==> src/shared/lcp_pkg.sv <==
// Constants for the line control polarity and configuration block.
// Assumes a 32-bit AHB-Lite register window and a single system clock.
package lcp_pkg;

    // ==========================================================
    // Register offsets (byte addresses, one word each)
    localparam logic [11:0] LCP_OFS_LINE_CONFIG = 12'h000;
    localparam logic [11:0] LCP_OFS_LINE_STATE  = 12'h004;
    localparam logic [11:0] LCP_OFS_LINK_CTL    = 12'h008;

    // ==========================================================
    // Line configuration fields
    localparam int LCP_CFG_RX_ON     = 6;
    localparam int LCP_CFG_TX_ON     = 7;
    localparam int LCP_CFG_AUI_ONLY  = 8;
    localparam int LCP_CFG_AUTO_SEL  = 9;
    localparam int LCP_CFG_MOD_BOFF  = 11;
    localparam int LCP_CFG_POL_DIS   = 12;
    localparam int LCP_CFG_DEF_DIS   = 13;
    localparam int LCP_CFG_LO_SQL    = 14;
    // Writable bits; the low six bits are a fixed identifier
    localparam logic [15:0] LCP_CFG_WMASK = 16'h7bc0;
    localparam logic [15:0] LCP_CFG_RESET = 16'h0013;

    // ==========================================================
    // Line state fields
    localparam int LCP_ST_LINK_OK  = 7;
    localparam int LCP_ST_AUI      = 8;
    localparam int LCP_ST_TP       = 9;
    localparam int LCP_ST_POL_OK   = 12;
    localparam int LCP_ST_CRS      = 14;
    localparam logic [15:0] LCP_ST_ID = 16'h0014;

    // ==========================================================
    // Link control register
    localparam int          LCP_LINK_TEST_DIS = 0;
    localparam logic [15:0] LCP_LINK_RESET    = 16'h0000;

    // ==========================================================
    // AHB-Lite transfer types
    localparam logic [1:0] LCP_HTRANS_NONSEQ = 2'h2;
    localparam logic [1:0] LCP_HTRANS_SEQ    = 2'h3;

endpackage : lcp_pkg

==> src/shared/lcp_pol_if.sv <==
// Carrier between the core and the polarity detector.
// Assumes both ends run on the same system clock.
`timescale 1ns/100ps
`default_nettype none
interface lcp_pol_if;
    logic pulse_pos;   // Positive-going link pulse seen
    logic pulse_neg;   // Negative-going link pulse seen
    logic reversed;    // Detected polarity is reversed

    // Detector end
    modport det (input pulse_pos, input pulse_neg, output reversed);
    // Core end
    modport core (output pulse_pos, output pulse_neg, input reversed);
endinterface : lcp_pol_if
`default_nettype wire

==> src/core/lcp_line_ctl.sv <==
// Line control and polarity configuration core with AHB-Lite registers.
// Assumes a single 20 MHz clock and synchronous line indications.
//
// What this block does
// - Sense receive polarity continuously, always.
// - Correction enabled: invert reversed receive data.
// - Correction disabled: never invert receive data.
// - Polarity flag shows true polarity, unaffected by writes.
// - No EEPROM: configuration resets to 0x0013.
// - EEPROM present: may load initial configuration.
// - Bit 8 attach port, bit 9 auto, else pair.
// - Pair transmitter idle without link or test-disable.
// - Receive disable finishes current frame, blocks next.
// - Transmit disable finishes current frame, blocks next.
//
// Implementation choices: the register offsets and register access over AHB-Lite.
`timescale 1ns/100ps
`default_nettype none
module lcp_line_ctl (
    // Clock and reset
    input  wire logic          mclk,
    input  wire logic          sys_rst,
    // AHB-Lite slave
    input  wire logic          hsel,
    input  wire logic [11:0]   haddr,
    input  wire logic [1:0]    htrans,
    input  wire logic          hwrite,
    input  wire logic [2:0]    hsize,
    input  wire logic [31:0]   hwdata,
    input  wire logic          hready,
    output var  logic          hreadyout,
    output var  logic [31:0]   hrdata,
    output var  logic          hresp,
    // Configuration EEPROM loader
    input  wire logic          ee_present,
    input  wire logic          ee_load_valid,
    input  wire logic [15:0]   ee_load_data,
    // Twisted-pair receive line
    input  wire logic          tp_pulse_pos,
    input  wire logic          tp_pulse_neg,
    input  wire logic          tp_rx_data,
    input  wire logic          link_ok,
    output var  logic          rx_data,
    // Receive frame control
    input  wire logic          crs,
    output var  logic          rx_accept,
    // Transmit frame control
    input  wire logic          tx_request,
    input  wire logic          tx_done,
    output var  logic          tx_active,
    // Port and MAC options
    output var  logic          aui_select,
    output var  logic          tp_select,
    output var  logic          tp_tx_enable,
    output var  logic          two_part_deferral,
    output var  logic          modified_backoff_enable,
    output var  logic          low_squelch_select
);
    import lcp_pkg::*;

    // ==========================================================
    // State machine types
    typedef enum logic [1:0] {
        LCP_RX_IDLE = 2'b00,   // Waiting for a frame
        LCP_RX_PASS = 2'b01,   // Frame accepted
        LCP_RX_DROP = 2'b10    // Frame refused, wait for its end
    } lcp_rx_state_t;

    typedef enum logic [0:0] {
        LCP_TX_IDLE = 1'b0,    // No transmission
        LCP_TX_SEND = 1'b1     // Frame in progress
    } lcp_tx_state_t;

    // ==========================================================
    // Polarity detector
    lcp_pol_if pol_bus ();
    assign pol_bus.pulse_pos = tp_pulse_pos;
    assign pol_bus.pulse_neg = tp_pulse_neg;

    lcp_pol_detect u_pol (
        .mclk    (mclk),
        .sys_rst (sys_rst),
        .pol     (pol_bus)
    );

    // ==========================================================
    // Register state
    logic [15:0] line_config;        // Line configuration register
    logic [15:0] next_line_config;
    logic [15:0] link_ctl;           // Link test control register
    logic [15:0] next_link_ctl;
    logic        ee_pending;         // EEPROM load window open
    logic        next_ee_pending;
    logic        boot_seen;          // First cycle after reset passed
    logic        next_boot_seen;
    logic        wr_pend;            // Write data phase pending
    logic        next_wr_pend;
    logic [11:0] wr_addr;            // Address of pending write
    logic [11:0] next_wr_addr;
    logic [31:0] next_hrdata;
    logic [15:0] line_state;         // Live status word

    // Decoded configuration
    logic polarity_fix_disable;
    logic receive_enable_ctl;
    logic transmit_enable_ctl;
    logic attach_port_force;
    logic port_auto_select;
    logic link_test_disable;
    logic polarity_normal_flag;

    assign polarity_fix_disable = line_config[LCP_CFG_POL_DIS];
    assign receive_enable_ctl   = line_config[LCP_CFG_RX_ON];
    assign transmit_enable_ctl  = line_config[LCP_CFG_TX_ON];
    assign attach_port_force    = line_config[LCP_CFG_AUI_ONLY];
    assign port_auto_select     = line_config[LCP_CFG_AUTO_SEL];
    assign link_test_disable    = link_ctl[LCP_LINK_TEST_DIS];
    // Taken from the detector only, so no write can touch it
    assign polarity_normal_flag = !pol_bus.reversed;

    // Address phase accepted
    logic ahb_take;
    assign ahb_take = hsel && hready
                      && (htrans == LCP_HTRANS_NONSEQ || htrans == LCP_HTRANS_SEQ);

    // Status word assembled from live state
    always_comb begin
        line_state                 = LCP_ST_ID;
        line_state[LCP_ST_LINK_OK] = link_ok;
        line_state[LCP_ST_AUI]     = aui_select;
        line_state[LCP_ST_TP]      = tp_select;
        line_state[LCP_ST_POL_OK]  = polarity_normal_flag;
        line_state[LCP_ST_CRS]     = crs;
    end

    // ==========================================================
    // Register file next values
    // Read data is formed from the next register values so that a read
    // right behind a write to the same word returns the new contents.
    always_comb begin
        next_line_config = line_config;
        next_link_ctl    = link_ctl;
        next_ee_pending  = ee_pending;
        next_boot_seen   = 1'b1;
        next_wr_pend     = ahb_take && hwrite;
        next_wr_addr     = ahb_take ? haddr : wr_addr;
        next_hrdata      = hrdata;
        // Open the load window once, just after reset release
        if (!boot_seen) begin
            next_ee_pending = ee_present;
        end else if (ee_pending && !ee_present) begin
            // EEPROM vanished: keep the fixed default
            next_ee_pending = 1'b0;
        end else if (ee_pending && ee_load_valid) begin
            // Writable fields from the EEPROM, identifier bits kept
            next_line_config = (ee_load_data & LCP_CFG_WMASK)
                               | (LCP_CFG_RESET & ~LCP_CFG_WMASK);
            next_ee_pending  = 1'b0;
        end
        // Host write completes in its data phase
        if (wr_pend && hready) begin
            if (wr_addr == LCP_OFS_LINE_CONFIG) begin
                // Polarity flag is not stored here, writes cannot reach it
                next_line_config = (hwdata[15:0] & LCP_CFG_WMASK)
                                   | (line_config & ~LCP_CFG_WMASK);
                next_ee_pending  = 1'b0;
            end else if (wr_addr == LCP_OFS_LINK_CTL) begin
                next_link_ctl = {15'h0000, hwdata[LCP_LINK_TEST_DIS]};
            end
        end
        // Read data for the coming data phase
        if (ahb_take && !hwrite) begin
            if (haddr == LCP_OFS_LINE_CONFIG) begin
                next_hrdata = {16'h0000, next_line_config};
            end else if (haddr == LCP_OFS_LINE_STATE) begin
                next_hrdata = {16'h0000, line_state};
            end else if (haddr == LCP_OFS_LINK_CTL) begin
                next_hrdata = {16'h0000, next_link_ctl};
            end else begin
                // Unmapped words read as zero
                next_hrdata = 32'h0000_0000;
            end
        end
    end

    // Register only
    always_ff @(posedge mclk or posedge sys_rst) begin
        if (sys_rst) begin
            line_config <= LCP_CFG_RESET;
            link_ctl    <= LCP_LINK_RESET;
            ee_pending  <= 1'b0;
            boot_seen   <= 1'b0;
            wr_pend     <= 1'b0;
            wr_addr     <= 12'h000;
            hrdata      <= 32'h0000_0000;
            hreadyout   <= 1'b0;
            hresp       <= 1'b0;
        end else begin
            line_config <= next_line_config;
            link_ctl    <= next_link_ctl;
            ee_pending  <= next_ee_pending;
            boot_seen   <= next_boot_seen;
            wr_pend     <= next_wr_pend;
            wr_addr     <= next_wr_addr;
            hrdata      <= next_hrdata;
            // Zero wait states; always OKAY
            hreadyout   <= 1'b1;
            hresp       <= 1'b0;
        end
    end

    // ==========================================================
    // Receive polarity correction and port selection next values
    logic next_rx_data;
    logic next_aui_select;
    logic next_tp_select;
    logic next_tp_tx_enable;

    always_comb begin
        // Invert only when reversed and correction allowed
        if (!polarity_fix_disable) begin
            next_rx_data = tp_rx_data ^ pol_bus.reversed;
        end else begin
            next_rx_data = tp_rx_data;
        end
        // Port choice; forced attachment port takes priority
        if (attach_port_force) begin
            next_aui_select = 1'b1;
            next_tp_select  = 1'b0;
        end else if (port_auto_select) begin
            // Auto: pair while its link holds, else attachment port
            next_aui_select = !link_ok;
            next_tp_select  = link_ok;
        end else begin
            next_aui_select = 1'b0;
            next_tp_select  = 1'b1;
        end
        // Pair transmitter needs link pulses or link test disabled
        next_tp_tx_enable = next_tp_select && (link_ok || link_test_disable);
    end

    // Register only
    always_ff @(posedge mclk or posedge sys_rst) begin
        if (sys_rst) begin
            rx_data      <= 1'b0;
            aui_select   <= 1'b0;
            tp_select    <= 1'b0;
            tp_tx_enable <= 1'b0;
        end else begin
            rx_data      <= next_rx_data;
            aui_select   <= next_aui_select;
            tp_select    <= next_tp_select;
            tp_tx_enable <= next_tp_tx_enable;
        end
    end

    // ==========================================================
    // Receive frame gating
    // The enable is sampled only at frame start, so clearing it mid
    // frame lets the frame finish; the next one is refused.
    lcp_rx_state_t rx_state;
    lcp_rx_state_t next_rx_state;

    always_comb begin
        next_rx_state = rx_state;
        case (rx_state)
            LCP_RX_IDLE: begin
                if (crs && receive_enable_ctl) begin
                    next_rx_state = LCP_RX_PASS;
                end else if (crs) begin
                    next_rx_state = LCP_RX_DROP;
                end
            end
            LCP_RX_PASS: begin
                // Runs to end of frame whatever the enable does
                if (!crs) begin
                    next_rx_state = LCP_RX_IDLE;
                end
            end
            LCP_RX_DROP: begin
                if (!crs) begin
                    next_rx_state = LCP_RX_IDLE;
                end
            end
            default: begin
                next_rx_state = LCP_RX_IDLE;
            end
        endcase
    end

    // Register only
    always_ff @(posedge mclk or posedge sys_rst) begin
        if (sys_rst) begin
            rx_state  <= LCP_RX_IDLE;
            rx_accept <= 1'b0;
        end else begin
            rx_state  <= next_rx_state;
            rx_accept <= (next_rx_state == LCP_RX_PASS);
        end
    end

    // ==========================================================
    // Transmit frame gating
    // A started frame runs to tx_done even if the enable drops.
    lcp_tx_state_t tx_state;
    lcp_tx_state_t next_tx_state;

    always_comb begin
        next_tx_state = tx_state;
        case (tx_state)
            LCP_TX_IDLE: begin
                if (tx_request && transmit_enable_ctl) begin
                    next_tx_state = LCP_TX_SEND;
                end
            end
            LCP_TX_SEND: begin
                if (tx_done) begin
                    next_tx_state = LCP_TX_IDLE;
                end
            end
            default: begin
                next_tx_state = LCP_TX_IDLE;
            end
        endcase
    end

    // Register only
    always_ff @(posedge mclk or posedge sys_rst) begin
        if (sys_rst) begin
            tx_state  <= LCP_TX_IDLE;
            tx_active <= 1'b0;
        end else begin
            tx_state  <= next_tx_state;
            tx_active <= (next_tx_state == LCP_TX_SEND);
        end
    end

    // ==========================================================
    // MAC option outputs
    logic next_two_part;
    logic next_mod_boff;
    logic next_lo_sql;

    always_comb begin
        next_two_part = !line_config[LCP_CFG_DEF_DIS];
        next_mod_boff = line_config[LCP_CFG_MOD_BOFF];
        next_lo_sql   = line_config[LCP_CFG_LO_SQL];
    end

    // Register only
    always_ff @(posedge mclk or posedge sys_rst) begin
        if (sys_rst) begin
            two_part_deferral       <= 1'b0;
            modified_backoff_enable <= 1'b0;
            low_squelch_select      <= 1'b0;
        end else begin
            two_part_deferral       <= next_two_part;
            modified_backoff_enable <= next_mod_boff;
            low_squelch_select      <= next_lo_sql;
        end
    end

    // hsize unused: only whole words are supported
    logic unused_ok;
    assign unused_ok = ^hsize;

endmodule : lcp_line_ctl
`default_nettype wire

==> src/core/lcp_pol_detect.sv <==
// Receive polarity detector for the twisted-pair input.
// Assumes pulse indications are synchronous one-cycle strobes.
`timescale 1ns/100ps
`default_nettype none
module lcp_pol_detect (
    // Clock and reset
    input  wire logic  mclk,
    input  wire logic  sys_rst,
    // Detector side of the carrier
    lcp_pol_if.det     pol
);

    // ==========================================================
    // Polarity state
    logic reversed;       // Current detected polarity
    logic next_reversed;  // Next detected polarity

    // Follows every lone pulse, independent of any configuration
    always_comb begin
        next_reversed = reversed;
        if (pol.pulse_neg && !pol.pulse_pos) begin
            next_reversed = 1'b1;
        end else if (pol.pulse_pos && !pol.pulse_neg) begin
            next_reversed = 1'b0;
        end
    end

    // Register only
    always_ff @(posedge mclk or posedge sys_rst) begin
        if (sys_rst) begin
            reversed <= 1'b0;
        end else begin
            reversed <= next_reversed;
        end
    end

    assign pol.reversed = reversed;

endmodule : lcp_pol_detect
`default_nettype wire

==> config.mk <==
export PLATFORM = sky130hd
export DESIGN_NAME = lcp_line_ctl
export DESIGN_NICKNAME = d
export VERILOG_FILES = /design/src/shared/lcp_pkg.sv /design/src/shared/lcp_pol_if.sv /design/src/core/lcp_line_ctl.sv /design/src/core/lcp_pol_detect.sv
export SDC_FILE = /design/constraint.sdc
export NUM_CORES = 1
export LEC_CHECK = 0
export BUFFER_PORTS_ARGS = -buffer_cell sky130_fd_sc_hd__buf_2
export CAP_MARGIN = 0
export CORE_MARGIN = 3
export CORE_UTILIZATION = 53
export CTS_CLUSTER_DIAMETER = 30
export DETAILED_ROUTE_END_ITERATION = 10
export PLACE_DENSITY = 0.84
export SYNTH_ARGS = -nofsm -noshare
export SYNTH_HDL_FRONTEND = slang
export SYNTH_SLANG_ARGS = --single-unit
export TNS_END_PERCENT = 50
==> constraint.sdc <==
create_clock -name mclk -period 6.3 [get_ports mclk]
set_input_delay 0.315 -clock mclk [delete_from_list [all_inputs] [get_ports mclk]]
set_output_delay 0.315 -clock mclk [all_outputs]
set_load 0.1 [all_outputs]
# Word level (Yosys, flattened, before mapping)

Cells that the tools add are included.

Eq/ne operators: 8
Muxes and demuxes: 30
Bitwise gates (word level): 3
Reductions and logical operators: 26

Operators with widths:

| kind                                            | number |
|---|---|
| 2-to-1 mux 16 bit                               | 11 |
| == test 12 x 4 -> 1 bit (second input constant) | 2 |
| logical NOT 12 bit                              | 2 |
| bitwise OR 15 x 16 -> 16 bit                    | 1 |
| 2-to-1 mux 1 bit                                | 14 |
| == test 12 x 3 -> 1 bit (second input constant) | 1 |
| logical AND 1 bit                               | 12 |
| logical NOT 1 bit                               | 7 |
| == test 2 bit (second input constant)           | 3 |
| 2-to-1 mux 2 bit                                | 3 |
| == test 2 x 1 -> 1 bit (second input constant)  | 2 |
| one-hot mux 2 bit (2 select lines)              | 1 |
| logical NOT 2 bit                               | 1 |
| logical OR 1 bit                                | 2 |
| one-hot mux 1 bit (2 select lines)              | 1 |
| nonzero test 2 bit                              | 1 |
| OR reduction 2 bit                              | 1 |
| NOT 1 bit                                       | 1 |
| XOR 1 bit                                       | 1 |

Flip-flop bits (word level): 91
Input bits: 79

# Logic depth before layout (Yosys ltp)

Depth in word-level cells: 7
Mapped depth: 6

# Hierarchy

From an unflattened synthesis, not the netlist that was laid out.

Cells, all modules: 286
Area, all modules: 3290.7 µm²

Modules (own cells, without submodules):

| module         | times used | cells each | area each (µm²) |
|---|---|---|---|
| lcp_line_ctl   | 1          | 281        | 3230.6 |
| lcp_pol_detect | 1          | 5          | 60.1 |

# Worst setup path before layout

OpenSTA, ideal clock, no wires.

Path kind: register -> register
Start: reg boot_seen
End: reg hrdata[11]
Arrival: 2.128 ns
Required time: 6.171 ns
Slack: 4.043 ns
Stages on the path, launching flop included: 6
Clock period less this slack: 2.257 ns
Cell sequence: dfrtp_1 nand4_2 mux2_2 mux2_2 mux2i_1 o21ai_0

Longest elaborated chain between the ends: 4

RTL lines:

| what                           | RTL line            | text |
|---|---|---|
| from (decl)                    | lcp_line_ctl.sv:94  | `logic boot_seen;` |
| from (signal assigned)         | lcp_line_ctl.sv:202 | `boot_seen <= next_boot_seen;` |
| 2-to-1 mux 16 bit (*)          | lcp_line_ctl.sv:149 | `if (!boot_seen) begin` |
| 2-to-1 mux 16 bit              | lcp_line_ctl.sv:162 | `if (wr_addr == LCP_OFS_LINE_CONFIG) begin` |
| 2-to-1 mux 16 bit (*)          | lcp_line_ctl.sv:161 | `if (wr_pend && hready) begin` |
| named net next_line_config[11] | lcp_line_ctl.sv:89  | `logic [15:0] next_line_config;` |
| 2-to-1 mux 16 bit (*)          | lcp_line_ctl.sv:173 | `if (haddr == LCP_OFS_LINE_CONFIG) begin` |
| to (signal assigned)           | lcp_line_ctl.sv:205 | `hrdata <= next_hrdata;` |
| to (decl)                      | lcp_line_ctl.sv:32  | `output var logic [31:0] hrdata,` |

Mark *: on every way through the listed nets, which the timed path passes. The rest lies on a longest branch.
A chain may end at the register's enable or synchronous reset.

# Worst setup path in the final report

Start: reg wr_addr[11]
End: reg hrdata[0]

Longest elaborated chain between the ends: 7
Elaborated cells between the ends (all ways): 10
Classes of those cells: 1 x eq/ne; 8 x mux; 1 x reduce/logical

RTL lines:

| what                    | RTL line            | text |
|---|---|---|
| from (decl)             | lcp_line_ctl.sv:98  | `logic [11:0] wr_addr;` |
| from (signal assigned)  | lcp_line_ctl.sv:204 | `wr_addr <= next_wr_addr;` |
| == test 12 x 4 -> 1 bit | lcp_line_ctl.sv:167 | `end else if (wr_addr == LCP_OFS_LINK_CTL) begin` |
| 2-to-1 mux 16 bit       | lcp_line_ctl.sv:167 |  |
| 2-to-1 mux 16 bit       | lcp_line_ctl.sv:162 |  |
| 2-to-1 mux 16 bit       | lcp_line_ctl.sv:161 |  |
| 2-to-1 mux 16 bit       | lcp_line_ctl.sv:177 | `end else if (haddr == LCP_OFS_LINK_CTL) begin` |
| 2-to-1 mux 16 bit       | lcp_line_ctl.sv:175 | `end else if (haddr == LCP_OFS_LINE_STATE) begin` |
| 2-to-1 mux 16 bit (*)   | lcp_line_ctl.sv:173 |  |

Mark *: on every way between the ends. The rest lies on a longest branch, timed or not.

==> summary.md <==
| Metric | Value |
|---|---|
| Status | `finished, final reports clean` |
| Part of the power in the clock network | `25.6%` |
| Cell Area, Synth | `0.00328 mm²` |
| CTS tree | `done` |
| Core Box Area | `about 0.006 mm²` |
| Final instance area | `~0.0038 mm²` |
| PortBufs | `69` |
| Area leader, netlist | `dfrtp_1` |
| Grt ovf | `0` |
| Area grow syn2layout | `15.3%` |
| Slew @ Worst Pin | `910 ps` |
| Placer congestion estimate | `around 0.72` |
| CP endpoint kind | `flip-flop` |
| Arr. time, crit path | `2470 ps` |
| Final Max Slew Viols | `0` |
| Fin util | `between 60% and 70%` |
| Root Driver | `clkbuf_8` |
| Rows | `28` |
| Post-Route WL | `~6800 µm` |
| Synth top area cells | `dfrtp_1 (55%), mux2_2 (6.9%), buf_4 (3.9%)` |
| TritonCTS buffer count | `9` |
| Yosys cell types | `40` |
| Reg clk slew, reported paths | `70 ps` |
| WS Path Type | `flip-flop to flip-flop` |
| Initial Util | `around 55%` |
| DP HPWL | `roughly 4800 µm` |
| Tot GR Track Use | `between 20% and 30%` |
| Worst setup margin | `4040 ps` |
| Compound-gate portion of the synthesized area | `under 10%` |
| Max Clock Freq | `443 MHz` |
| Mux share of post-synthesis cell area | `about a tenth` |
| Slew headroom | `between 30% and 40%` |
| Total of warnings raised by yosys | `0` |
| Simple-Gate Fraction of Synth Area | `between 10% and 20%` |
| IO Count | `between 100 and 150` |
| Reg power frac | `a little under half` |
| VDD IR-drop max | `~220 µV` |
| Vias in the first global route | `between 2,000 and 2,500` |
| Initial antenna violation count | `0` |
| Largest net degree at the start of global routing | `76` |
| Cells after DPL | `about 420` |
| Tot Pwr | `approximately 1.2 mW` |
| Via count | `2,284` |
| Die Span Y | `approximately 85 µm` |
| RSZ-0062 raised after global routing | `false` |
| Largest family of logic cells by synthesized area | `simple AND/OR/NAND/NOR gates` |
| Final std cells w/o fill | `about 440` |
| Final Hold Viols | `0` |
| Mapped Cells | `around 290` |
| Worst skew pair latency | `about 330 ps` |
| H-tree Lvls | `3` |
| FF+latch count, synth | `75` |
| Sw Share | `between 30 and 40%` |
| Post-synth EDFFs | `0` |
| DR DRC count | `0` |
| Critical Path Start Type | `flip-flop` |
| First-pass iteration count of the detailed router | `4` |
| Bufs on Longest Clock Path | `2` |
| Req. time, crit path | `roughly 6500 ps` |
| Layout cell share with drive strength beyond 1 | `between 30 and 40%` |
| First-pass GRT wire length | `between 10,000 and 15,000 µm` |
| Count leader, synth | `dfrtp_1` |
| Post-Place Worst Slack | `~4000 ps` |
| Crit Path Max Fanout | `15` |
| Via density | `roughly 5.2` |
| Tmin final | `2260 ps` |
| Adder-Cell Fraction of Synth Area | `1.14%` |
| Area after DPL | `0.00363 mm²` |
| Fraction of registers with async set/reset | `100%` |
| P_leak | `2.02 nW` |
| HP Class | `input port to flip-flop` |
| Synth Area in XOR/XNOR | `0.267%` |
| Synth top cells by count | `dfrtp_1 (72), nand2_1 (28), mux2_2 (20)` |
| Endpoints failing setup | `0` |
| Switching power | `0.428 mW` |
| Synthesized area per cell | `around 12 µm²` |
| Worst clock skew | `just under 10 ps` |
| Chip width | `~85 µm` |
| Post-CTS Setup Repair Bufs | `0` |
| Power Density | `312 mW/mm²` |
| Post-synthesis sequential area ratio | `between 50% and 60%` |
| Die ar. | `0.00717 mm²` |
| Main flop type after synthesis | `dfrtp_1` |
| Top-area cell type share of the netlist area | `a little over half` |
| Routed len/inst | `about 15 µm` |
| Max cap viols | `0` |
| Post-DRT Antenna Nets | `0` |
| Post_cts resized | `0` |
| Fin Setup TNS | `0 ps` |
| CTS Hold Buffers Added | `0` |
| Pint | `between 0.7 and 0.8 mW` |
| Combinational Power Share | `26.4%` |
| Number of diodes | `0` |
| Initial DRC count | `97` |
| Total Nets Final | `between 400 and 500` |
| Sink Count | `75` |
| Worst hold slack | `about 160 ps` |
| Final worst-path cycle share | `a little over a third` |
## routing by layer
layer / track usage (%) / share of wire [%] / up-vias
met4: 9.21 / 1.8 / 0
met5: 0 / 0 / -
met2: 32.7 / 50 / 82
met1: 26.2 / 41 / 1113
li1: - / - / 1075
met3: 4.51 / 6.4 / 14
## registers in the layout (all words and copies together), names as in the netlist, 2 cells and up
| register | count |
|---|---|
| line_config | 16 |
| hrdata | 16 |
| wr_addr | 12 |
| link_ctl | 16 |
| rx_state | 2 |
## power by group through the flow
| stage | Clock, mW | Combinational [mW] | Sequential, mW |
|---|---|---|---|
| final | 0.302 | 0.312 | 0.567 |
| after global routing | 0.330 | 0.330 | 0.574 |
| after CTS | 0.311 | 0.313 | 0.567 |
| after floorplan | 0 | 0.147 | 0.687 |
| after global placement | 0 | 0.303 | 0.572 |
| after detailed placement | 0 | 0.311 | 0.576 |
## kinds of logic after synthesis
logic type / Yosys count
compound gates: 40
xor+xnor: 1
fa+ha+maj: 3
buf+inv: 41
flops: 75
mux: 30
other cells: 2
simple gates: 93
## cells in the final DEF (no fill, tap or decap), types with 3 or more instances in the layout
master / n
buf_2: 69
and2_1: 17
o21ai_0: 14
nor2_1: 8
conb_1: 18
nand2b_1: 4
a21oi_1: 16
nand4_1: 4
mux2_2: 20
clkbuf_1: 6
nor3_1: 3
clkbuf_8: 9
nor2b_1: 4
dfrtp_1: 72
a22oi_1: 4
inv_1: 16
ha_1: 3
and2_2: 4
nand2_1: 28
dfstp_2: 3
mux2i_1: 9
nand3_1: 6
## critical path, cell delays in order, from the launching register on
cell       delay (ps)
dfrtp_1           410
nor4_4            330
nand4_1           570
or2b_2            490
a2bb2oi_1         110
a22o_1            210
## cell type report
cell class / count / area (µm²)
fillers: 482 / 2170
multi-input cells: 185 / 1240
clock buffers: 15 / 146
clock inverters: 1 / 5.00
repair buffers: 70 / 353
inverters: 17 / 63.8
well taps: 75 / 93.8
flip-flops and latches: 75 / 1880
## path summary, 6_finish.rpt
path	from	to	cells after the start	slack [ps]
max	wr_addr[11]	hrdata[0]	5	4040
min	tp_rx_data	rx_data	2	160
max reg2reg	wr_addr[11]	hrdata[0]	5	4040
min reg2reg	line_config[11]	modified_backoff_enable	0	380
max in group asynchronous	sys_rst	line_config[5]	3	5450
min in group asynchronous	sys_rst	low_squelch_select	3	250
No activity file was read; power rests on OpenSTA's default activity.
